===== src/rtm_defs.svh =====
// Register offsets, field positions, reset values and timing counts.
// Assumes inclusion by bare name from the top-level monitor module only.
`ifndef RTM_DEFS_SVH
`define RTM_DEFS_SVH
`define RTM_STATUS_OFFSET 8'h90
`define RTM_IRQ_STATUS_OFFSET 8'hA0
`define RTM_IRQ_ENABLE_OFFSET 8'hA4
`define RTM_IRQ_CLEAR_OFFSET 8'hA8
`define RTM_HOST_EN_BIT 7
`define RTM_CARD_EN_BIT 6
`define RTM_CARD_FLAG_BIT 3
`define RTM_HOST_FLAG_BIT 1
`define RTM_STATUS_RESET 8'hC0
`define RTM_STATUS_WMASK 8'hC0
`define RTM_TIMEOUT_CYCLES 32768
`define RTM_IRQ_HOST_BIT 0
`define RTM_IRQ_CARD_BIT 1
`endif


===== src/rtm_pkg.sv =====
// Types shared by the retry timeout monitor modules.
// Assumes rtm_defs.svh is on the include path.
package rtm_pkg;
	typedef enum logic [1:0] {
		RTM_BUS_IDLE,
		RTM_BUS_WRESP,
		RTM_BUS_RDATA
	} rtm_bus_state_e;
	typedef logic [7:0] rtm_byte_t;
endpackage


===== src/rtm_side_timer.sv =====
// One side's retry timeout counter.
// Assumes retry and reissue strobes synchronous to aclk.
`timescale 1ns/1ps
module rtm_side_timer #(
	parameter int LIMIT = 32768
) (
	input wire logic aclk,
	input wire logic aresetn,
	input wire logic enable,
	input wire logic retry_issued,
	input wire logic request_reissued,
	output logic expired
);
	localparam int W = $clog2(LIMIT) + 1;
	logic [W-1:0] count_reg;
	logic armed_reg;
	logic expired_reg;
	always_ff @(posedge aclk) begin
		if (!aresetn) begin
			armed_reg <= 1'b0;
			count_reg <= '0;
		end else if (request_reissued || !enable) begin
			armed_reg <= 1'b0;
			count_reg <= '0;
		end else if (retry_issued) begin
			armed_reg <= 1'b1;
			count_reg <= '0;
		end else if (armed_reg) begin
			if (count_reg == W'(LIMIT - 1)) begin
				armed_reg <= 1'b0;
			end
			count_reg <= count_reg + 1'b1;
		end
	end
	// One-cycle pulse when the master stayed away for LIMIT cycles.
	always_ff @(posedge aclk) begin
		if (!aresetn) begin
			expired_reg <= 1'b0;
		end else begin
			expired_reg <= armed_reg && enable && !request_reissued &&
				!retry_issued && count_reg == W'(LIMIT - 1);
		end
	end
	assign expired = expired_reg;
endmodule


===== src/rtm_irq_ctrl.sv =====
// Sticky interrupt status, enable mask and level output.
// Assumes event pulses and write strobes synchronous to aclk.
`timescale 1ns/1ps
module rtm_irq_ctrl #(
	parameter int N = 2
) (
	input wire logic aclk,
	input wire logic aresetn,
	input wire logic [N-1:0] events,
	input wire logic enable_we,
	input wire logic clear_we,
	input wire logic [N-1:0] wdata,
	output logic [N-1:0] status,
	output logic [N-1:0] enable,
	output logic irq
);
	logic [N-1:0] status_reg;
	logic [N-1:0] enable_reg;
	logic irq_reg;
	// Set wins over a clear in the same cycle.
	always_ff @(posedge aclk) begin
		if (!aresetn) begin
			status_reg <= '0;
		end else begin
			status_reg <= (status_reg & ~(clear_we ? wdata : '0)) | events;
		end
	end
	always_ff @(posedge aclk) begin
		if (!aresetn) begin
			enable_reg <= '0;
		end else if (enable_we) begin
			enable_reg <= wdata;
		end
	end
	always_ff @(posedge aclk) begin
		if (!aresetn) begin
			irq_reg <= 1'b0;
		end else begin
			irq_reg <= |(status_reg & enable_reg);
		end
	end
	assign status = status_reg;
	assign enable = enable_reg;
	assign irq = irq_reg;
endmodule


===== src/rtm_retry_timeout_monitor.sv =====
// Retry timeout monitor with an AXI4-Lite register slave.
// Assumes retry and reissue strobes from the bridge logic, all on aclk.
`timescale 1ns/1ps
`include "rtm_defs.svh"
module rtm_retry_timeout_monitor #(
	parameter int TIMEOUT_CYCLES = `RTM_TIMEOUT_CYCLES
) (
	input wire logic aclk,
	input wire logic aresetn,
	input wire logic host_retry_issued,
	input wire logic host_request_reissued,
	input wire logic card_retry_issued,
	input wire logic card_request_reissued,
	input wire logic [7:0] s_axil_awaddr,
	input wire logic s_axil_awvalid,
	output logic s_axil_awready,
	input wire logic [31:0] s_axil_wdata,
	input wire logic [3:0] s_axil_wstrb,
	input wire logic s_axil_wvalid,
	output logic s_axil_wready,
	output logic [1:0] s_axil_bresp,
	output logic s_axil_bvalid,
	input wire logic s_axil_bready,
	input wire logic [7:0] s_axil_araddr,
	input wire logic s_axil_arvalid,
	output logic s_axil_arready,
	output logic [31:0] s_axil_rdata,
	output logic [1:0] s_axil_rresp,
	output logic s_axil_rvalid,
	input wire logic s_axil_rready,
	output logic host_side_timeout_flag,
	output logic card_side_timeout_flag,
	output logic irq
);
	// Unmapped offsets are answered with a slave error and change nothing.
	localparam logic [1:0] RESP_OKAY = 2'h0;
	localparam logic [1:0] RESP_SLVERR = 2'h2;

	rtm_pkg::rtm_bus_state_e wstate_reg;
	rtm_pkg::rtm_bus_state_e rstate_reg;
	logic aw_held_reg;
	logic w_held_reg;
	logic [7:0] awaddr_reg;
	logic [31:0] wdata_reg;
	logic [3:0] wstrb_reg;
	logic awready_reg;
	logic wready_reg;
	logic bvalid_reg;
	logic [1:0] bresp_reg;
	logic arready_reg;
	logic rvalid_reg;
	logic [1:0] rresp_reg;
	logic [31:0] rdata_reg;

	rtm_pkg::rtm_byte_t status_reg;
	logic host_flag_reg;
	logic card_flag_reg;
	logic host_expired;
	logic card_expired;
	logic [1:0] irq_status;
	logic [1:0] irq_enable;
	logic irq_out;

	logic aw_take;
	logic w_take;
	logic wr_go;
	logic wr_lane0;
	logic wr_status;
	logic wr_irq_en;
	logic wr_irq_clr;
	logic wr_hit;
	rtm_pkg::rtm_byte_t status_view;

	assign aw_take = s_axil_awvalid && awready_reg;
	assign w_take = s_axil_wvalid && wready_reg;
	// A write commits once both halves are held and no response is pending.
	assign wr_go = wstate_reg == rtm_pkg::RTM_BUS_IDLE &&
		aw_held_reg && w_held_reg;
	assign wr_lane0 = wstrb_reg[0];
	assign wr_status = wr_go && awaddr_reg == `RTM_STATUS_OFFSET && wr_lane0;
	assign wr_irq_en = wr_go && awaddr_reg == `RTM_IRQ_ENABLE_OFFSET &&
		wr_lane0;
	assign wr_irq_clr = wr_go && awaddr_reg == `RTM_IRQ_CLEAR_OFFSET &&
		wr_lane0;
	assign wr_hit = awaddr_reg == `RTM_STATUS_OFFSET ||
		awaddr_reg == `RTM_IRQ_ENABLE_OFFSET ||
		awaddr_reg == `RTM_IRQ_CLEAR_OFFSET;

	// Write address and data are captured independently, in either order.
	always_ff @(posedge aclk) begin
		if (!aresetn) begin
			aw_held_reg <= 1'b0;
			awaddr_reg <= 8'h00;
			awready_reg <= 1'b0;
		end else if (aw_take) begin
			aw_held_reg <= 1'b1;
			awaddr_reg <= {s_axil_awaddr[7:2], 2'b00};
			awready_reg <= 1'b0;
		end else if (wr_go) begin
			aw_held_reg <= 1'b0;
			awready_reg <= 1'b0;
		end else begin
			awready_reg <= !aw_held_reg &&
				wstate_reg == rtm_pkg::RTM_BUS_IDLE;
		end
	end

	always_ff @(posedge aclk) begin
		if (!aresetn) begin
			w_held_reg <= 1'b0;
			wdata_reg <= 32'h0000_0000;
			wstrb_reg <= 4'h0;
			wready_reg <= 1'b0;
		end else if (w_take) begin
			w_held_reg <= 1'b1;
			wdata_reg <= s_axil_wdata;
			wstrb_reg <= s_axil_wstrb;
			wready_reg <= 1'b0;
		end else if (wr_go) begin
			w_held_reg <= 1'b0;
			wready_reg <= 1'b0;
		end else begin
			wready_reg <= !w_held_reg &&
				wstate_reg == rtm_pkg::RTM_BUS_IDLE;
		end
	end

	// The write response stands until the master accepts it.
	always_ff @(posedge aclk) begin
		if (!aresetn) begin
			wstate_reg <= rtm_pkg::RTM_BUS_IDLE;
			bvalid_reg <= 1'b0;
			bresp_reg <= RESP_OKAY;
		end else begin
			case (wstate_reg)
			rtm_pkg::RTM_BUS_IDLE: begin
				if (wr_go) begin
					wstate_reg <= rtm_pkg::RTM_BUS_WRESP;
					bvalid_reg <= 1'b1;
					bresp_reg <= wr_hit ? RESP_OKAY : RESP_SLVERR;
				end
			end
			rtm_pkg::RTM_BUS_WRESP: begin
				if (s_axil_bready) begin
					wstate_reg <= rtm_pkg::RTM_BUS_IDLE;
					bvalid_reg <= 1'b0;
				end
			end
			default: begin
				wstate_reg <= rtm_pkg::RTM_BUS_IDLE;
				bvalid_reg <= 1'b0;
			end
			endcase
		end
	end

	// Only the enable bits hold written values; reserved bits stay zero.
	always_ff @(posedge aclk) begin
		if (!aresetn) begin
			status_reg <= `RTM_STATUS_RESET;
		end else if (wr_status) begin
			status_reg <= wdata_reg[7:0] & `RTM_STATUS_WMASK;
		end
	end

	// Expiry sets win over a write-one clear in the same cycle.
	always_ff @(posedge aclk) begin
		if (!aresetn) begin
			host_flag_reg <= 1'b0;
		end else if (host_expired) begin
			host_flag_reg <= 1'b1;
		end else if (wr_status && wdata_reg[`RTM_HOST_FLAG_BIT]) begin
			host_flag_reg <= 1'b0;
		end
	end

	always_ff @(posedge aclk) begin
		if (!aresetn) begin
			card_flag_reg <= 1'b0;
		end else if (card_expired) begin
			card_flag_reg <= 1'b1;
		end else if (wr_status && wdata_reg[`RTM_CARD_FLAG_BIT]) begin
			card_flag_reg <= 1'b0;
		end
	end

	// Each side counts only while its enable bit is set; clearing the bit
	// aborts a pending count but leaves an existing flag alone.
	rtm_side_timer #(
		.LIMIT(TIMEOUT_CYCLES)
	) u_host_timer (
		.aclk(aclk),
		.aresetn(aresetn),
		.enable(status_reg[`RTM_HOST_EN_BIT]),
		.retry_issued(host_retry_issued),
		.request_reissued(host_request_reissued),
		.expired(host_expired)
	);

	rtm_side_timer #(
		.LIMIT(TIMEOUT_CYCLES)
	) u_card_timer (
		.aclk(aclk),
		.aresetn(aresetn),
		.enable(status_reg[`RTM_CARD_EN_BIT]),
		.retry_issued(card_retry_issued),
		.request_reissued(card_request_reissued),
		.expired(card_expired)
	);

	// Expiry pulses also feed a separate interrupt status, so clearing a
	// flag bit does not clear the interrupt.
	rtm_irq_ctrl #(
		.N(2)
	) u_irq (
		.aclk(aclk),
		.aresetn(aresetn),
		.events({card_expired, host_expired}),
		.enable_we(wr_irq_en),
		.clear_we(wr_irq_clr),
		.wdata(wdata_reg[1:0]),
		.status(irq_status),
		.enable(irq_enable),
		.irq(irq_out)
	);

	// The flag bits are merged over the enable bits for reads.
	always_comb begin
		status_view = status_reg;
		status_view[`RTM_HOST_FLAG_BIT] = host_flag_reg;
		status_view[`RTM_CARD_FLAG_BIT] = card_flag_reg;
	end

	// Read data is captured at the edge that takes the address and held
	// until the master raises rready.
	always_ff @(posedge aclk) begin
		if (!aresetn) begin
			rstate_reg <= rtm_pkg::RTM_BUS_IDLE;
			arready_reg <= 1'b0;
			rvalid_reg <= 1'b0;
			rresp_reg <= RESP_OKAY;
			rdata_reg <= 32'h0000_0000;
		end else begin
			case (rstate_reg)
			rtm_pkg::RTM_BUS_IDLE: begin
				arready_reg <= 1'b1;
				if (s_axil_arvalid && arready_reg) begin
					arready_reg <= 1'b0;
					rvalid_reg <= 1'b1;
					rstate_reg <= rtm_pkg::RTM_BUS_RDATA;
					rresp_reg <= RESP_OKAY;
					case ({s_axil_araddr[7:2], 2'b00})
					`RTM_STATUS_OFFSET:
						rdata_reg <= {24'h000000, status_view};
					`RTM_IRQ_STATUS_OFFSET:
						rdata_reg <= {30'h0, irq_status};
					`RTM_IRQ_ENABLE_OFFSET:
						rdata_reg <= {30'h0, irq_enable};
					`RTM_IRQ_CLEAR_OFFSET:
						rdata_reg <= 32'h0000_0000;
					default: begin
						rdata_reg <= 32'h0000_0000;
						rresp_reg <= RESP_SLVERR;
					end
					endcase
				end
			end
			rtm_pkg::RTM_BUS_RDATA: begin
				arready_reg <= 1'b0;
				if (s_axil_rready) begin
					rvalid_reg <= 1'b0;
					rstate_reg <= rtm_pkg::RTM_BUS_IDLE;
				end
			end
			default: begin
				rstate_reg <= rtm_pkg::RTM_BUS_IDLE;
				rvalid_reg <= 1'b0;
				arready_reg <= 1'b0;
			end
			endcase
		end
	end

	// Every output comes straight from a flip-flop.
	assign s_axil_awready = awready_reg;
	assign s_axil_wready = wready_reg;
	assign s_axil_bvalid = bvalid_reg;
	assign s_axil_bresp = bresp_reg;
	assign s_axil_arready = arready_reg;
	assign s_axil_rvalid = rvalid_reg;
	assign s_axil_rresp = rresp_reg;
	assign s_axil_rdata = rdata_reg;
	assign host_side_timeout_flag = host_flag_reg;
	assign card_side_timeout_flag = card_flag_reg;
	assign irq = irq_out;
endmodule


===== config.mk =====
export PLATFORM = sky130hd
export DESIGN_NAME = rtm_retry_timeout_monitor
export DESIGN_NICKNAME = d
export VERILOG_FILES = /design/src/rtm_pkg.sv /design/src/rtm_side_timer.sv /design/src/rtm_irq_ctrl.sv /design/src/rtm_retry_timeout_monitor.sv
export VERILOG_INCLUDE_DIRS = /design/src
export SDC_FILE = /design/constraint.sdc
export NUM_CORES = 1
export LEC_CHECK = 0
export BUFFER_PORTS_ARGS = -buffer_cell sky130_fd_sc_hd__buf_2
export CORE_MARGIN = 1.5
export CORE_UTILIZATION = 40
export CTS_BUF_LIST = sky130_fd_sc_hd__clkbuf_8 sky130_fd_sc_hd__clkbuf_16
export DETAILED_ROUTE_END_ITERATION = 10
export PLACE_DENSITY = 0.72
export SYNTH_ARGS = -nofsm -noshare
export SYNTH_HDL_FRONTEND = slang
export SYNTH_SLANG_ARGS = --single-unit
export TNS_END_PERCENT = 10

===== constraint.sdc =====
create_clock -name aclk -period 2.1 [get_ports aclk]
set_input_delay 0.315 -clock aclk [delete_from_list [all_inputs] [get_ports aclk]]
set_output_delay 0.315 -clock aclk [all_outputs]
set_load 0.005 [all_outputs]

**Yosys cells after proc, flatten, opt, wreduce, memory -nomap -nowiden**

Cells that the tools add are included.

- Register bits after elaboration: 107
- Output and inout port bits: 44

- Reduce and logical (&&, ||, !) cells: 54
- Bitwise gates (word level): 5
- Add/subtract/negate cells: 2
- Multiplexer cells: 30
- Equal/unequal tests: 15

Operator list:

| cell | number |
|---|---|
| 6-bit == test (second input constant) | 7 |
| 16-bit by 1-bit adder with 16-bit output (second input constant) | 2 |
| 16-bit by 15-bit == test with 1-bit output (second input constant) | 2 |
| 8-bit case mux with 3 select lines | 1 |
| 1-bit logical AND | 23 |
| 1-bit two-way mux | 18 |
| 2-bit two-way mux | 7 |
| 3-bit OR reduction | 4 |
| 2-bit AND reduction | 5 |
| 1-bit logical NOT | 8 |
| 2-bit != test (second input constant) | 4 |
| 2-bit case mux with 2 select lines | 2 |
| 2-bit nonzero test | 4 |
| 2-bit OR reduction | 3 |
| 2-bit bitwise AND | 2 |
| 2-bit logical NOT | 2 |
| 1-bit logical OR | 4 |
| 1-bit case mux with 2 select lines | 2 |
| 4-bit OR reduction | 1 |
| 2-bit by 1-bit == test with 1-bit output (second input constant) | 1 |
| 2-bit == test (second input constant) | 1 |
| 2-bit NOT | 1 |
| 2-bit OR | 1 |
| 1-bit NOT | 1 |

**Longest topological paths before layout**

- Word-level depth: 9
- Depth in mapped cells: 6
- Depth with buffers taken out: 5

**Modules after synthesis**

Synthesis repeated with hierarchy kept, for this count alone.

- Cells, all modules: 382
- Area total of the unflattened synthesis: 3,388.2 µm²

Modules (own cells, without submodules):

| module | seq. area each (µm²) | area each (µm²) | times used | cells each |
|---|---|---|---|---|
| rtm_retry_timeout_monitor | 600.6 | 1,493.9 | 1 | 175 |
| rtm_side_timer (u_card_timer) | 360.3 | 863.3 | 1 | 96 |
| rtm_side_timer (u_host_timer) | 360.3 | 854.6 | 1 | 94 |
| rtm_irq_ctrl | 100.1 | 176.4 | 1 | 17 |

**Worst setup path after synthesis**

OpenSTA, ideal clock, no wires.

- Path type: reg-to-reg
- From: register u_host_timer.count_reg[0]
- To: register u_host_timer.armed_reg
- Path slack: 0.517 ns
- Library setup time: 0.114 ns
- Data arrival time: 1.469 ns
- Path buffers: 0
- Cell stages (with the launch flop): 6
- Period minus slack after synthesis: 1.583 ns
- Path through: dfxtp_1 -> ha_1 -> nand4_1 -> or4_1 -> a21oi_1 -> nor2_1

- Word-level cells in the longest chain between the ends: 4

RTL lines:

| what | line | RTL |
|---|---|---|
| start: declaration | rtm_side_timer.sv:15 | `logic [W-1:0] count_reg;` |
| start signal: assignment | rtm_side_timer.sv:32 | `count_reg <= count_reg + 1'b1;` |
| 16-bit by 15-bit == test with 1-bit output | rtm_side_timer.sv:29 | `if (count_reg == W'(LIMIT - 1)) begin` |
| 1-bit two-way mux | rtm_side_timer.sv:29 |  |
| 1-bit two-way mux | rtm_side_timer.sv:28 | `end else if (armed_reg) begin` |
| 1-bit two-way mux | rtm_side_timer.sv:25 | `end else if (retry_issued) begin` |
| end signal: assignment | rtm_side_timer.sv:23 | `armed_reg <= 1'b0;` |
| end signal: assignment | rtm_side_timer.sv:26 | `armed_reg <= 1'b1;` |
| end signal: assignment | rtm_side_timer.sv:30 | `armed_reg <= 1'b0;` |
| end: declaration | rtm_side_timer.sv:16 | `logic armed_reg;` |

No other way between the ends.
A chain may end at the register's enable or synchronous reset.

**Final worst setup path**

- From: register u_card_timer.count_reg[6]
- To: register u_card_timer.count_reg[15]

- Word-level cells in the longest chain between the ends: 1

RTL lines:

| what | line |
|---|---|
| start: declaration | rtm_side_timer.sv:15 |
| start signal: assignment | rtm_side_timer.sv:32 |
| 16-bit by 1-bit adder with 16-bit output | rtm_side_timer.sv:32 |

No other way between the ends.

==> flow_metrics.py <==
metrics = {
    "outcome": {
        "run_status": "finished, final reports clean",
    },
    "power_and_ir_drop": {
        "power.share.combinational": 0.050,
        "total_switching_power_uw": 646,
        "sw_frac_of_total": 0.232,
        "internal-power_mw": 2.14,
        "max-vdd-ir-drop_uv": 254,
        "cellPowerDensity_nw_per_um2": 769,
        "seqPwrFrac": 0.503,
        "clkPwrFrac": 0.447,
        "total_leakage_power_nw": 1.32,
    },
    "drt": {
        "antenna_violating_nets_post_route": 0,
        "drt_iter0_drc": 109,
        "drt-pass1-iter-count": 4,
        "dr_total_vias": 2598,
        "post_drt_wl_per_cell_um": 12.3,
        "drt_drc_violations_left": 0,
        "via_density": 5.05,
        "finalWirelength_mm": 6.32,
    },
    "worst_setup_path": {
        "timing.rr.start": "u_card_timer.count_reg[6]",
        "reg2reg_to": "u_card_timer.count_reg[15]",
        "slowest_stage": "sky130_fd_sc_hd__dfxtp_1",
        "timing.critical_path.to_type": "flip-flop",
        "timing.setup.critical_path_class": "flip-flop to flip-flop",
        "crit_fanout": 7,
        "cell_chain_of_the_critical_path": "nand4_2 -> or3_1 -> or4_1 -> a21oi_1",
        "required_ps": 2380,
        "critPathMaxStageDelay_ps": 450,
        "critPathArrivalTime_ps": 1920,
        "regToRegSetupSlack_ps": 460,
        "r2r.worst_path.cells": 4,
        "startpoint_type": "flip-flop",
    },
    "sta": {
        "final_critical_path_time_including_i_o_delays_and_setup_ps": 1640,
        "setup_repair_after_global_routing_missed_its_margin": "no",
        "finClkSkew_ps": 11.4,
        "finalHoldViolCount": 0,
        "min_period_over_period": 0.782,
        "timing.final.setup_violations": 0,
        "tns_ps": 0,
        "whs_ps": 170,
        "report.final.slew_viol_count": 0,
        "max_clock_freq_mhz": 609,
    },
    "floorplan": {
        "core-area_um2": 7690,
        "floorplan.initialDensity": 0.413,
        "die-width_um": 92.1,
        "die_height_um": 92.1,
        "floorplan.rows": 32,
        "design.portCount": 107,
        "die-area_um2": 8480,
    },
    "grt": {
        "grt_pass1_wl_mm": 10.7,
        "first_global_vias": 2389,
        "grt_start_max_net_pins": 28,
        "antenna_violations_before_repair": 0,
        "groute.usage.overall": 0.156,
        "global_route.overflow_total": 0,
    },
    "synthesis": {
        "synth_top_flop_cell": "sky130_fd_sc_hd__dfxtp_1",
        "yosys_warnings": 0,
        "async_flop_share": 0,
        "yosys.cell_types.count": 46,
        "seq_area_frac_synth": 0.448,
        "synth_most_common_cell": "sky130_fd_sc_hd__dfxtp_1",
        "yosys_register_bits": 71,
        "synth-edff-count": 0,
        "library_cell_occupying_the_most_area_in_the_post_synthesis_netlist": "sky130_fd_sc_hd__dfxtp_1",
        "netlist_instances": 359,
        "synthesis.area_um2": 3170,
        "synth_top_cell_area_share": 0.448,
        "syn_avg_cell_area_um2": 8.84,
        "ys_top_cells_by_area": "sky130_fd_sc_hd__dfxtp_1 45%, sky130_fd_sc_hd__buf_4 7.1%, sky130_fd_sc_hd__nor2_1 4.4%",
        "synth_common_cells": "71 x sky130_fd_sc_hd__dfxtp_1, 37 x sky130_fd_sc_hd__nor2_1, 30 x sky130_fd_sc_hd__buf_4",
    },
    "clock_network": {
        "clock_insertion_delay_worst_skew_ps": 350,
        "tritoncts.num_buffers": 9,
        "cts_htree_levels": 3,
        "cts_max_path_buffers": 2,
        "cts_sinks": 71,
        "tritoncts": "yes",
        "cts_resized": 0,
        "cts.clk_slew.worst_paths_ps": 70,
        "cts_hold_buf": 0,
        "count_of_buffers_added_by_post_cts_timing_repair_for_setup": 0,
        "cts-root-buf": "sky130_fd_sc_hd__clkbuf_8",
    },
    "worst_hold_path": {
        "min_delay_path_depth": 2,
        "hold_class": "input port to flip-flop",
        "worstHoldStart": "s_axil_arvalid",
        "end_point_of_the_worst_hold_path": "s_axil_arready",
    },
    "cells_and_area": {
        "final_nets": 472,
        "drive_gt1_frac": 0.180,
        "final_cells": 514,
        "insertedDiodeCount": 0,
        "num-fill-cells": 771,
        "layout-area-overhead-vs-synth_pct": 14.0,
    },
    "place": {
        "routabilityCongestion": 0.821,
        "place.detailed.instances": 498,
        "place.port_buffers": 43,
        "post-dp-hpwl_mm": 4.50,
    },
    "run": {
        "max_cap_viol_count": 0,
    },
}
==> worst max path at each step <==
stage	to	from	cells past startpoint	slack [ps]
final	u_card_timer.count_reg[15]	u_card_timer.count_reg[6]	4	460
after global routing	u_card_timer.expired	u_card_timer.count_reg[0]	4	280
after CTS	u_card_timer.count_reg[15]	u_card_timer.count_reg[6]	4	460
after detailed placement	s_axil_rdata[1]	s_axil_araddr[2]	5	420
after global placement	s_axil_rdata[1]	s_axil_araddr[2]	5	470
after floorplan	u_host_timer.armed_reg	u_host_timer.count_reg[0]	5	520
==> logic make-up (layout without fill, tap and decap cells) <==
group                    count (synthesis)  after routing  synth area share
XOR/XNOR                                24             24            0.0662
other                                    1             29           0.00118
multiplexers                             8              8            0.0260
AND/OR/NAND/NOR                        152            152             0.257
adder cells (fa/ha/maj)                  2              2           0.00789
buffers and inverters                   49             74            0.0986
AO/OA/AOI/OAI                           52             52            0.0954
flip-flops                              71             71             0.448
==> cells in the final DEF (no fill, tap or decap), drive strengths merged, types with 3 or more instances in the layout <==
cell type   n
clkbuf     10
or4         3
and4        4
nor4b       3
a22oi       6
buf        49
inv         9
and3        4
nor3        8
nand2      28
nand2b      6
nor4        7
nand4      12
dfxtp      71
or3         7
o21ai      11
conb       29
xor2       12
nor2       37
xnor2      12
a21oi      26
mux2i       6
nand3      21
nand3b      6
==> metal layers <==
metal	global-route usage	part of all wire	up-vias	routed length [um]
met5	0	0	-	0
met4	0.100	0.036	0	228
met3	0.0265	0.040	19	254
met2	0.252	0.47	67	2990
met1	0.192	0.45	1207	2840
li1	-	-	1305	-
==> per-stage QoR <==
stage / util / area [um^2] / total power, mW / setup slack, ps
final: 0.471 / 3620 / 2.78 / 458
after global routing: 0.471 / 3620 / 2.88 / 285
after CTS: 0.471 / 3620 / 2.81 / 457
after detailed placement: 0.441 / 3390 / 1.57 / 420
after global placement: 0.441 / 3390 / 1.56 / 469
after floorplan: - / 3280 / 1.55 / 517
==> critical path: cells and delay by family (launching register included) <==
| kind | cells | cell delay (ps) |
|---|---|---|
| simple gates | 3 | 970 |
| flops | 1 | 450 |
| compound gates | 1 | 160 |
==> final cells by class <==
cell class / instances / area [um^2] / share of cell area
clock buffers: 10 / 138 / 0.0380
clock inverters: 6 / 92.6 / 0.0256
inverters: 9 / 33.8 / 0.00934
multi-input cells: 267 / 1540 / 0.427
flip-flops and latches: 71 / 1420 / 0.393
well taps: 102 / 128 / 0.0353
repair buffers: 49 / 260 / 0.0719
==> power by group through the flow <==
stage / Clock (mW) / Sequential (mW) / Combinational [mW]
after CTS: 1.27 / 1.40 / 0.139
after detailed placement: 0 / 1.43 / 0.139
after global placement: 0 / 1.43 / 0.135
final: 1.24 / 1.40 / 0.140
after floorplan: 0 / 1.42 / 0.125
after global routing: 1.32 / 1.40 / 0.158
(Power assumes the default switching activity.)
